$ cat src/shared/dcs_map.svh
// Bit positions and reset values of the debug status and control register.
// Assumes inclusion by bare name from any design or package file.
`ifndef DCS_MAP_SVH
`define DCS_MAP_SVH

`define DCS_RX_FULL_BIT 30
`define DCS_TX_FULL_BIT 29
`define DCS_RX_LATCH_BIT 27
`define DCS_TX_LATCH_BIT 26
`define DCS_STICKY_BIT 25
`define DCS_DONE_LATCH_BIT 24
`define DCS_RSVD_HI_BIT 23
`define DCS_RSVD_LO_BIT 22
`define DCS_MODE_HI_BIT 21
`define DCS_MODE_LO_BIT 20
`define DCS_RUNCTL_CLR_STICKY_BIT 3
`define DCS_MODE_NONBLOCK 2'h0
`define DCS_MODE_STALL 2'h1
`define DCS_MODE_FAST 2'h2
`define DCS_MODE_RSVD 2'h3
`define DCS_MODE_RESET 2'h0
`define DCS_DATA_W 32

`endif

$ cat src/shared/dcs_pkg.sv
// Types shared by the debug channel status logic.
// Assumes dcs_map.svh is on the include path.
`include "dcs_map.svh"

package dcs_pkg;

  typedef enum logic [1:0] {
    DCS_NONBLOCK = 2'h0,
    DCS_STALL = 2'h1,
    DCS_FAST = 2'h2,
    DCS_RSVD = 2'h3
  } dcs_mode_e;

  typedef enum logic [2:0] {
    DCS_TGT_NONE = 3'h0,
    DCS_TGT_STATUS = 3'h1,
    DCS_TGT_RX = 3'h2,
    DCS_TGT_TX = 3'h3,
    DCS_TGT_INSTR = 3'h4,
    DCS_TGT_RUNCTL = 3'h5
  } dcs_target_e;

  // One completed access from the external peripheral bus front end
  typedef struct packed {
    logic done;
    logic write;
    dcs_target_e target;
    logic [`DCS_DATA_W-1:0] wdata;
  } dcs_ext_acc_s;

  // Core-side events through the coprocessor debug path and pipeline
  typedef struct packed {
    logic rx_read;
    logic tx_write;
    logic status_read;
    logic retire;
    logic itr_start;
    logic itr_end;
  } dcs_core_evt_s;

endpackage

$ cat src/rtl/dcs_instr_done.sv
// Instruction-complete flag and its latched copy.
// Assumes clear and event strobes are one-cycle pulses on clk_sys.
`timescale 1ns/1ps
`default_nettype none

module dcs_instr_done (
  input wire logic clk_sys,
  input wire logic rst,
  input wire logic itr_start,
  input wire logic itr_end,
  input wire logic clear,
  input wire logic latch_now,
  output logic done_flag,
  output logic done_latched
);

  logic done_r;
  logic done_nxt;
  logic latch_r;
  logic latch_nxt;

  assign done_nxt = itr_end ? 1'b1 : ((clear || itr_start) ? 1'b0 : done_r);
  assign latch_nxt = clear ? 1'b0 : (latch_now ? done_r : latch_r);
  assign done_flag = done_r;
  assign done_latched = latch_r;

  always_ff @(posedge clk_sys or posedge rst) begin
    if (rst) begin
      done_r <= 1'b0;
      latch_r <= 1'b0;
    end else begin
      done_r <= done_nxt;
      latch_r <= latch_nxt;
    end
  end

endmodule

`default_nettype wire

$ cat src/rtl/dcs_status.sv
// Channel full flags, sticky advance, instruction-complete and access mode.
// Assumes access strobes come from same-clock bus and core logic.
`timescale 1ns/1ps
`default_nettype none
`include "dcs_map.svh"

module dcs_status (
  input wire logic clk_sys,
  input wire logic rst,
  input wire logic in_debug_state,
  input wire dcs_pkg::dcs_ext_acc_s ext_acc,
  input wire dcs_pkg::dcs_core_evt_s core_evt,
  output logic [`DCS_DATA_W-1:0] ext_rdata,
  output logic [`DCS_DATA_W-1:0] int_rdata,
  output dcs_pkg::dcs_mode_e access_mode,
  output logic rx_full_flag,
  output logic tx_full_flag,
  output logic instr_done_flag
);

  //////////////////////////////////////////////////////////////////////////////
  // Access decode

  // One completed external access of one direction and target
  function automatic logic ext_hit(
    input dcs_pkg::dcs_ext_acc_s acc,
    input logic is_write,
    input dcs_pkg::dcs_target_e tgt
  );
    return acc.done && (acc.write == is_write) && (acc.target == tgt);
  endfunction

  // Flag update where the set event wins a tie
  function automatic logic set_wins(
    input logic set_evt,
    input logic clr_evt,
    input logic cur
  );
    return set_evt ? 1'b1 : (clr_evt ? 1'b0 : cur);
  endfunction

  logic ext_rx_wr;
  logic ext_tx_rd;
  logic ext_itr_wr;
  logic ext_stat_wr;
  logic ext_stat_rd;
  logic ext_runctl_wr;
  logic mode_fast;
  logic done_clear;
  logic [1:0] mode_wr_val;
  logic mode_wr_ok;
  logic sticky_clr;
  dcs_pkg::dcs_mode_e mode_r;
  dcs_pkg::dcs_mode_e mode_nxt;

  assign ext_rx_wr = ext_hit(ext_acc, 1'b1, dcs_pkg::DCS_TGT_RX);
  assign ext_tx_rd = ext_hit(ext_acc, 1'b0, dcs_pkg::DCS_TGT_TX);
  assign ext_itr_wr = ext_hit(ext_acc, 1'b1, dcs_pkg::DCS_TGT_INSTR);
  assign ext_stat_wr = ext_hit(ext_acc, 1'b1, dcs_pkg::DCS_TGT_STATUS);
  assign ext_stat_rd = ext_hit(ext_acc, 1'b0, dcs_pkg::DCS_TGT_STATUS);
  assign ext_runctl_wr = ext_hit(ext_acc, 1'b1, dcs_pkg::DCS_TGT_RUNCTL);
  assign mode_wr_val = ext_acc.wdata[`DCS_MODE_HI_BIT:`DCS_MODE_LO_BIT];
  // Reserved code leaves the mode as it was
  assign mode_wr_ok = ext_stat_wr && (mode_wr_val != `DCS_MODE_RSVD);
  assign sticky_clr = ext_runctl_wr && ext_acc.wdata[`DCS_RUNCTL_CLR_STICKY_BIT];

  assign mode_fast = (mode_r == dcs_pkg::DCS_FAST);
  assign done_clear = (ext_itr_wr && !mode_fast) || (mode_fast && (ext_rx_wr || ext_tx_rd));

  //////////////////////////////////////////////////////////////////////////////
  // Flags

  logic rx_full_r;
  logic rx_full_nxt;
  logic tx_full_r;
  logic tx_full_nxt;
  logic sticky_r;
  logic sticky_nxt;

  assign rx_full_nxt = set_wins(ext_rx_wr, core_evt.rx_read, rx_full_r);
  assign tx_full_nxt = set_wins(core_evt.tx_write, ext_tx_rd, tx_full_r);
  // retire sets sticky
  // Retire beats a clear in the same cycle
  assign sticky_nxt = set_wins(core_evt.retire, sticky_clr, sticky_r);
  assign mode_nxt = mode_wr_ok ? dcs_pkg::dcs_mode_e'(mode_wr_val) : mode_r;

  always_ff @(posedge clk_sys or posedge rst) begin
    if (rst) begin
      rx_full_r <= 1'b0;
      tx_full_r <= 1'b0;
      sticky_r <= 1'b0;
      mode_r <= dcs_pkg::DCS_NONBLOCK;
    end else begin
      rx_full_r <= rx_full_nxt;
      tx_full_r <= tx_full_nxt;
      sticky_r <= sticky_nxt;
      mode_r <= mode_nxt;
    end
  end

  //////////////////////////////////////////////////////////////////////////////
  // Instruction complete

  logic done_flag;
  logic done_latched;
  logic done_view_bit;

  assign done_view_bit = in_debug_state ? done_flag : done_latched;

  dcs_instr_done i_dcs_instr_done (
    .clk_sys(clk_sys),
    .rst(rst),
    .itr_start(core_evt.itr_start),
    .itr_end(core_evt.itr_end),
    .clear(done_clear),
    .latch_now(ext_stat_rd),
    .done_flag(done_flag),
    .done_latched(done_latched)
  );

  //////////////////////////////////////////////////////////////////////////////
  // Read views

  logic [`DCS_DATA_W-1:0] ext_view;
  logic [`DCS_DATA_W-1:0] int_view;
  logic [`DCS_DATA_W-1:0] ext_rdata_r;
  logic [`DCS_DATA_W-1:0] int_rdata_r;

  always_comb begin
    ext_view = '0;
    ext_view[`DCS_RX_FULL_BIT] = rx_full_r;
    ext_view[`DCS_TX_FULL_BIT] = tx_full_r;
    ext_view[`DCS_RX_LATCH_BIT] = rx_full_r;
    ext_view[`DCS_TX_LATCH_BIT] = tx_full_r;
    ext_view[`DCS_STICKY_BIT] = sticky_r;
    ext_view[`DCS_DONE_LATCH_BIT] = done_view_bit;
    ext_view[`DCS_RSVD_HI_BIT] = 1'b0;
    ext_view[`DCS_RSVD_LO_BIT] = 1'b0;
    ext_view[`DCS_MODE_HI_BIT:`DCS_MODE_LO_BIT] = mode_r;
  end

  always_comb begin
    int_view = '0;
    int_view[`DCS_RX_FULL_BIT] = rx_full_r;
    int_view[`DCS_TX_FULL_BIT] = tx_full_r;
    int_view[`DCS_RX_LATCH_BIT] = 1'b0;
    int_view[`DCS_TX_LATCH_BIT] = 1'b0;
    int_view[`DCS_STICKY_BIT] = sticky_r;
    int_view[`DCS_DONE_LATCH_BIT] = 1'b0;
    int_view[`DCS_MODE_HI_BIT:`DCS_MODE_LO_BIT] = mode_r;
  end

  // Snapshot at the read edge keeps the returned word steady
  always_ff @(posedge clk_sys or posedge rst) begin
    if (rst) begin
      ext_rdata_r <= '0;
      int_rdata_r <= '0;
    end else begin
      if (ext_stat_rd) begin
        ext_rdata_r <= ext_view;
      end
      if (core_evt.status_read) begin
        int_rdata_r <= int_view;
      end
    end
  end

  assign ext_rdata = ext_rdata_r;
  assign int_rdata = int_rdata_r;
  assign access_mode = mode_r;
  assign rx_full_flag = rx_full_r;
  assign tx_full_flag = tx_full_r;
  assign instr_done_flag = done_flag;

endmodule

`default_nettype wire

$ cat config.mk
export PLATFORM = sky130hd
export DESIGN_NAME = dcs_status
export DESIGN_NICKNAME = d
export VERILOG_FILES = /design/src/shared/dcs_pkg.sv /design/src/rtl/dcs_instr_done.sv /design/src/rtl/dcs_status.sv
export VERILOG_INCLUDE_DIRS = /design/src /design/src/shared
export SDC_FILE = /design/constraint.sdc
export NUM_CORES = 1
export LEC_CHECK = 0
export BUFFER_PORTS_ARGS = -buffer_cell sky130_fd_sc_hd__buf_2
export CORE_MARGIN = 2
export CORE_UTILIZATION = 37
export CTS_CLUSTER_DIAMETER = 80
export DETAILED_ROUTE_END_ITERATION = 8
export MAX_ROUTING_LAYER = met4
export PLACE_DENSITY = 0.8
export RECOVER_POWER = 25
export SLEW_MARGIN = 20
export SYNTH_ARGS = -nofsm -noshare
export SYNTH_HDL_FRONTEND = slang
export SYNTH_SLANG_ARGS = --single-unit
$ cat constraint.sdc
create_clock -name clk_sys -period 1.3 [get_ports clk_sys]
set_input_delay 0.065 -clock clk_sys [delete_from_list [all_inputs] [get_ports clk_sys]]
set_output_delay 0.065 -clock clk_sys [all_outputs]
set_load 0.03 [all_outputs]
==> summary by stage, run 1 <==
Floorplanning
The total number of placement rows is 21. The initial utilization of the core area, before any placement, comes to 37.9%. The core region is 3280 µm². The area of the die is 3840 µm². Measured along the x axis, the die boundary spans 62.0 µm. The number of I/O pins is 115.

The y dimension of the die is 62.0 µm.

Route
The final routed wirelength across all metal layers is 1920 µm. The number of nets still failing antenna checks after routing is 0. The routed length per placed instance is 9.57 µm. The number of vias per cell after detailed routing is 3.85. Across all layers, the routed design uses 774 vias. The count of unresolved DRC violations after routing is 0. The initial DRC count is 15. The first TritonRoute pass finished after 3 iterations.

Setup path
Data on the critical path is required at its endpoint by 1.48 ns. The critical path goes through clkbuf_1 -> nand4bb_1 -> nand2b_2 -> mux2_1. Counting both buffers and inverters, the worst setup path holds a total of 1. On the critical path, the stage with the largest delay is an instance of nand2b_2. The worst reg2reg path depth is 3.

The worst setup path is captured at a register. The capture point of the worst path is ext_rdata[21]$_DFFE_PP0P_. The startpoint of the most critical register-to-register path is access_mode[1]$_DFFE_PP0P_. The start point of the critical path is ext_acc[33]. The register-to-register path setup slack is 0.23 ns.

The total stage count of the critical path is 4. The endpoint of the most critical register-to-register path is i_dcs_instr_done.done_flag$_DFFE_PP0P_. By startpoint and endpoint, the worst setup path is classified as in2reg. The cell family contributing the most delay on the critical path is simple AND/OR/NAND/NOR gates. The maximum fanout encountered on the critical timing path is 7. The category of the worst setup path launch point is a primary input. The largest stage delay on the critical path is 0.39 ns. Data arrives at the worst endpoint at 1.30 ns.

STA
The share of the clock period used by the worst path after layout is 86.7%. Derived from the worst setup path, the maximum achievable clock frequency is 887 MHz. For the final database, setup skew stands at 0.000306 ns. For the final routed database, the setup TNS stands at 0 ns. The worst-case setup margin in the final layout is 0.173 ns. The count of final max-slew check failures is 0.

The worst slew margin relative to its limit is 56.4%. The final setup violation count is 0. For the pin with the worst max-slew slack, the measured transition is 0.654 ns. Setup repair after global routing left no endpoint under its margin. The hold violation count in the final report is 0.

The minimum clock period after layout is 1.13 ns. Final hold analysis gives a worst-case slack of 0.0157 ns.

Pwr
The leakage power total is 0.668 nW. The switching fraction of total power is 42.7%. Internal power comes to 0.936 mW. The ratio of total power to cell area is 1270 nW/µm².

The worst vdd rail ir drop is 0.000280 V. The sequential power share is 43.4%. The clock network burns 16.2% of the power. Summed over all nets, the switching power comes to 0.697 mW. The portion of total power attributed to combinational logic is 40.4%. The total power is 1.63 mW.

Outcome
The run finished with clean final reports.

Finish
In the final layout, the share of cells above drive strength 1 is 30.3%. The footprint of the multi-input gates is 520 µm². The register cell area after layout is 450 µm². Measured on the finished design, the core utilization comes to 39.0%. The finished cells cover 1280 µm².

The final non-filler cell total is 201. The number of filler cells placed in the layout is 354. The final net count is 203. The repair_antennas step left the layout with diodes totalling 0. The area added between synthesis and finish is 3.02%.

Global route
Global routing finished with a remaining overflow of 0. The overall global routing resource usage is 9.68%. The number of antenna violations at the first check in global routing is 0. The pin count of the biggest net entering global routing is 19. The first-pass GRT wire length is 2630 µm.

The via count of the first global-routing pass is 619.

Clock tree
The number of levels in the clock H-tree is 1. The cell sitting at the root of the clock tree is a clkbuf_4. The CTS sink count is 18. For the worst-skew pair, the clock arrives at the later sink with an insertion delay of 0.28 ns. The number of buffers added by the clock tree synthesis step is 3.

Clock-pin slew was measured on the worst setup and hold paths at 0.09 ns. In this run the deepest clock path goes through 2 buffers. The CTS tree is built.

Synthesis
After synthesis, the most frequently instantiated cells are 53 x buf_4, 18 x dfrtp_1, 6 x inv_1. A synthesized cell averages 10.5 µm². By area the synthesized netlist is led by dfrtp_1 36%, buf_4 32%, mux2_4 4.8%. The share of flip-flops with an asynchronous set or reset is 100%.

Synthesis inferred 18 register bits. The number of enable-type register cells in the synthesized netlist is 0. After synthesis the cells add up to 1240 µm². Among all flip-flop cells after synthesis, the most frequent one is dfrtp_1. Synthesis produced 119 cells.

The number of warnings reported in the yosys synthesis log is 0. The cell type contributing the most total cell area after synthesis is dfrtp_1. The portion of the post-synthesis area used by sequential elements is 36.2%. The top cell type's share of synthesized area is 36.2%. The number of unique standard cell types used by synthesis is 29. Yosys instantiated no cell more often than buf_4.

Placed design
In this run the cell area measured after placement is 1250 µm². The minimum setup slack after placement is 0.161 ns. The last weighted congestion value of the routability-driven placer is 0.743. Including well taps, the total number of placed cells is 194. The post-DP HPWL is 1580 µm. The count of buffers added on input and output ports is 34.

Worst hold path
The min-delay analysis places its worst path in the category in2reg.

Job
The max-capacitance violation count is 0.
-- power groups by stage --
stage,Combinational [mW],Sequential [mW],Clock [mW]
6_report,0.660,0.709,0.264
5_1_grt,0.714,0.723,0.305
4_1_cts,0.677,0.712,0.278
3_5_place_dp,0.666,0.723,0
3_3_place_gp,0.657,0.719,0
2_1_floorplan,0.491,0.875,0
-- cells in the final DEF, fill, tap and decap left out, drive strengths merged --
cell / instances
a21oi: 1
a221oi: 1
a31oi: 1
buf: 33
clkbuf: 4
conb: 51
dfrtp: 18
dlygate4sd3: 4
inv: 6
mux2: 9
mux2i: 1
nand2: 1
nand2b: 3
nand3: 1
nand3b: 1
nand4bb: 3
nor2b: 1
nor3: 3
o21ai: 5
o22a: 2
o22ai: 1
o31ai: 1
o32ai: 1
or2: 1
or2b: 1
xnor2: 1
-- worst min-delay path by stage --
stage,cells past startpoint,startpoint,slack (ns),to
floorplan,1,rst,0.004,access_mode[0]$_DFFE_PP0P_
global placement,2,rst,0.18,int_rdata[29]$_DFFE_PP0P_
detailed placement,2,rst,0.19,int_rdata[29]$_DFFE_PP0P_
CTS,3,core_evt[0],0.01,i_dcs_instr_done.done_flag$_DFFE_PP0P_
global route,3,core_evt[0],0.002,i_dcs_instr_done.done_flag$_DFFE_PP0P_
finish,3,core_evt[0],0.02,i_dcs_instr_done.done_flag$_DFFE_PP0P_
-- registers in the layout, summed over array words and instances (netlist names) --
register,count
access_mode,2
tx_full_flag,1
int_rdata,5
i_dcs_instr_done.done_flag,1
i_dcs_instr_done.done_latched,1
rx_full_flag,1
ext_rdata,6
sticky_r,1
-- what timing repair did --
item,CTS,global route
setup buffers,0,0
endpoints found under the hold margin,21,0
hold buffers,4,0
gates resized for setup,0,0
-- layer usage --
metal	vias to the layer above	track usage (%)	routed length, µm
met5	-	-	0
met4	0	6.38	34
met3	4	1.45	156
met2	51	14.4	864
met1	356	12.1	868
li1	363	-	-
-- worst register-to-register path, cell delays in order, from the launching register on --
cell and delay (ns):
dfrtp_1 0.45, nor2b_1 0.16, o22ai_1 0.24, a31oi_1 0.11
-- cell type report --
cell class | count | share of cell area (%)
multi-input combinational | 90 | 40.6
timing repair buffer | 38 | 16.3
tap | 46 | 4.49
sequential | 18 | 35.1
inverter | 6 | 1.76
clock buffer | 3 | 1.76
-- cells by family after synthesis --
kind of cell	after synthesis	share of synthesized area (%)
AO/OA/AOI/OAI	13	7.34
multiplexers	10	10.2
buffers and inverters	61	35.1
XOR/XNOR	1	0.704
flip-flops	18	36.2
other	1	0.301
AND/OR/NAND/NOR	15	10.3
Note: power is estimated with default switching activity, not from simulation.
==> run 2: changes to the inputs <==
Settings changed: CORE_UTILIZATION 37 to 40, PLACE_DENSITY 0.8 to 0.86.
Clock period 1.3 ns to 1.4 ns, I/O delays scaled along.
==> run 2 against run 1 <==
Via count up 0.26%. Combinational power down 7.4%. Worst setup slack gained 0.090 ns. Total power fell by 2.5%. Final cell count decreased by 6.0%. Non-clock buffer count unchanged. Utilization grew 3.4 points. First-iteration DRC count fell by 47%. Critical path type unchanged. Highest routed layer unchanged.
==> summary by stage, run 2 (synthesis gave the netlist of run 1 again) <==
Global route
The number of antenna violations at the first check in global routing is 0 (unchanged). The pin count of the biggest net entering global routing came to 19 (unchanged). The first-pass GRT wire length is 2950 µm (+12%). The total overflow reported by the global router was 0 (unchanged). The overall global routing resource usage is 11.5% (+1.8 points). The via count of the first global-routing pass is 630 (+1.8%).

Outcome
The flow ran to the end, and the final reports show no timing, DRC or antenna violations.

Clock tree
The clock transition at the register clock pins on the worst setup and hold paths after CTS is 0.10 ns (about the same). The tree is rooted in a clkbuf_4. The CTS tree is built. The number of levels in the clock H-tree is 1 (unchanged). The count of cells resized by post-cts repair is 0 (unchanged). The number of setup buffers added after CTS came to 0 (unchanged). The clock latency on the worst-skew pair came to 0.30 ns (+0.02 ns). The CTS sink count is 18 (unchanged). The deepest clock path buffer count is 2 (unchanged). The number of buffers added by the clock tree synthesis step is 3 (unchanged).

Finish
The area of all placed cells without fillers is 1270 µm² (-0.68%). The fraction of final layout cells with drive strength greater than 1 is 29.5% (-0.84 points). The number of filler cells placed in the layout is 302 (-15%). The library cells used most frequently in the layout, excluding fill and tap cells, are 51 x conb_1, 33 x buf_2, 18 x dfrtp_1, 6 x inv_1. The number of flip-flops under the largest register name is 6 (unchanged).

Compared with the post-synthesis result, the final layout area differs by 2.31%. The final non-filler cell total is 189 (-6.0%). The final net count is 203 (unchanged). The most frequent standard cell in the layout excluding fill and tap cells is conb_1. The number of inserted diodes is 0 (unchanged).

Floorplanning
The number of I/O pins came to 115 (unchanged). The total number of placement rows is 20 (-4.8%). The y dimension of the die is 59.8 µm (-3.6%). The initial cell density of the core was 41.5% (+3.6 points).

The area of the die is 3570 µm² (-7.0%). The core region area is 3000 µm² (-8.6%). The die width came to 59.8 µm (-3.6%).

Route
The total via count in the routed design is 776 (+0.26%). The final routed wirelength across all metal layers came to 1970 µm (+2.7%). The initial DRC count came to 8 (-7).

The number of vias per cell after detailed routing is 4.11 (+6.6%). The count of TritonRoute iterations in the first routing pass is 3 (unchanged). The routed length per placed instance came to 10.4 µm (+9.2%). The number of nets still failing antenna checks after routing came to 0 (unchanged). The count of unresolved DRC violations after routing is 0 (unchanged).

Placed design
The minimum setup slack after placement was 0.268 ns (+0.107 ns). The number of cells in the design after placement is 181 (-6.7%). The area after detailed placement is 1230 µm² (-1.3%). The last weighted congestion value of the routability-driven placer is 0.723 (-2.7%).

The count of buffers from port buffering is 34 (unchanged). The post-DP HPWL is 1570 µm (-0.11%).

STA
The minimum clock period after layout is 1.14 ns. The count of final max-slew check failures is 0 (unchanged). The worst-case setup margin in the final layout is 0.263 ns (+0.0901 ns). The hold violation count in the final report came to 0 (unchanged). The worst slew margin relative to its limit is 55.5% (-0.88 points). The share of the clock period used by the worst path after layout is 81.2%. The summed negative setup slack over all endpoints came to 0 ns (unchanged). The highest achievable clock rate is 880 MHz.

The post-route clock skew is 0.000643 ns (+0.000337 ns). The final setup violation count was 0 (unchanged). The transition time of the tightest slew-check pin is 0.667 ns (+0.0131 ns).

Setup repair after global routing left no endpoint under its margin.

Pwr
The ratio of total power to cell area is 1250 nW/µm² (-1.8%). The worst vdd rail ir drop is 0.000413 V (+48%). The leakage power total is 0.668 nW (about the same).

The total power is 1.59 mW (-2.5%).

Worst hold path
The path class of the tightest hold or removal check is in2reg.

Setup path
The start-to-end type of the worst setup path is in2reg. The required time of the critical path came to 1.59 ns (+0.11 ns). The register-to-register path setup slack is 0.28 ns (+0.05 ns). The worst setup path is launched from a primary input.

STA classifies the critical path endpoint as a register. The arrival time of the worst setup path is 1.33 ns (+0.03 ns). The maximum fanout encountered on the critical timing path is 7 (unchanged).

Job
The max-capacitance violation count is 0 (unchanged).
-- run 2: cell count changes in the layout (fill, tap and decap cells not counted), sizes merged --
cell    change
clkbuf      +1
-- run 2: metrics by stage --
stage | utilization, % | hold WS (ns)
CTS | 43.5 | 0.00437
floorplan | - | 0.00857
global placement | 41.0 | 0.185
finish | 42.4 | 0.00958
detailed placement | 41.0 | 0.202
global route | 42.4 | -0.000170
-- run 2: area by class of cell --
class                      count  area [µm²]  area share [%]
clock buffer                   4        36.3            2.85
multi-input combinational     90         514            40.4
inverter                       6        22.5            1.77
tap                           33        41.3            3.24
timing repair buffer          38         209            16.4
sequential                    18         450            35.4
-- run 2: final timing paths --
kind,cells past startpoint,start,end
worst min register to register,1,ext_rdata[25]$_DFFE_PP0P_,ext_rdata[25]$_DFFE_PP0P_
worst max-delay path,4,ext_acc[33],ext_rdata[20]$_DFFE_PP0P_
worst min-delay path,3,core_evt[0],i_dcs_instr_done.done_flag$_DFFE_PP0P_
worst max register to register,3,access_mode[0]$_DFFE_PP0P_,i_dcs_instr_done.done_flag$_DFFE_PP0P_
min in group asynchronous,3,rst,ext_rdata[29]$_DFFE_PP0P_
max in group asynchronous,3,rst,int_rdata[30]$_DFFE_PP0P_
-- run 2: repair_timing --
action / CTS / global route
hold endpoints to repair: 21 / 0
endpoints found under the setup margin: 0 / 0
hold buffers: 4 / 0
-- run 2: power by group --
group	internal [mW]	switching, mW	leakage, nW
sequential	0.602	0.0583	0.208
combinational	0.163	0.448	0.439
clock	0.159	0.163	0.0210
-- run 2: layer usage --
| metal | GRT usage (%) | vias to the layer above | routed length, µm |
|---|---|---|---|
| met5 | - | - | 0 |
| met4 | 2.86 | 0 | 19 |
| met3 | 4.55 | 2 | 206 |
| met2 | 16.5 | 54 | 892 |
| met1 | 15.2 | 352 | 856 |
| li1 | - | 368 | - |
-- run 2: critical path, stage by stage --
cell	delay (ns)
clkbuf_1	0.13
nand4bb_1	0.35
nand2b_1	0.40
mux2_1	0.38
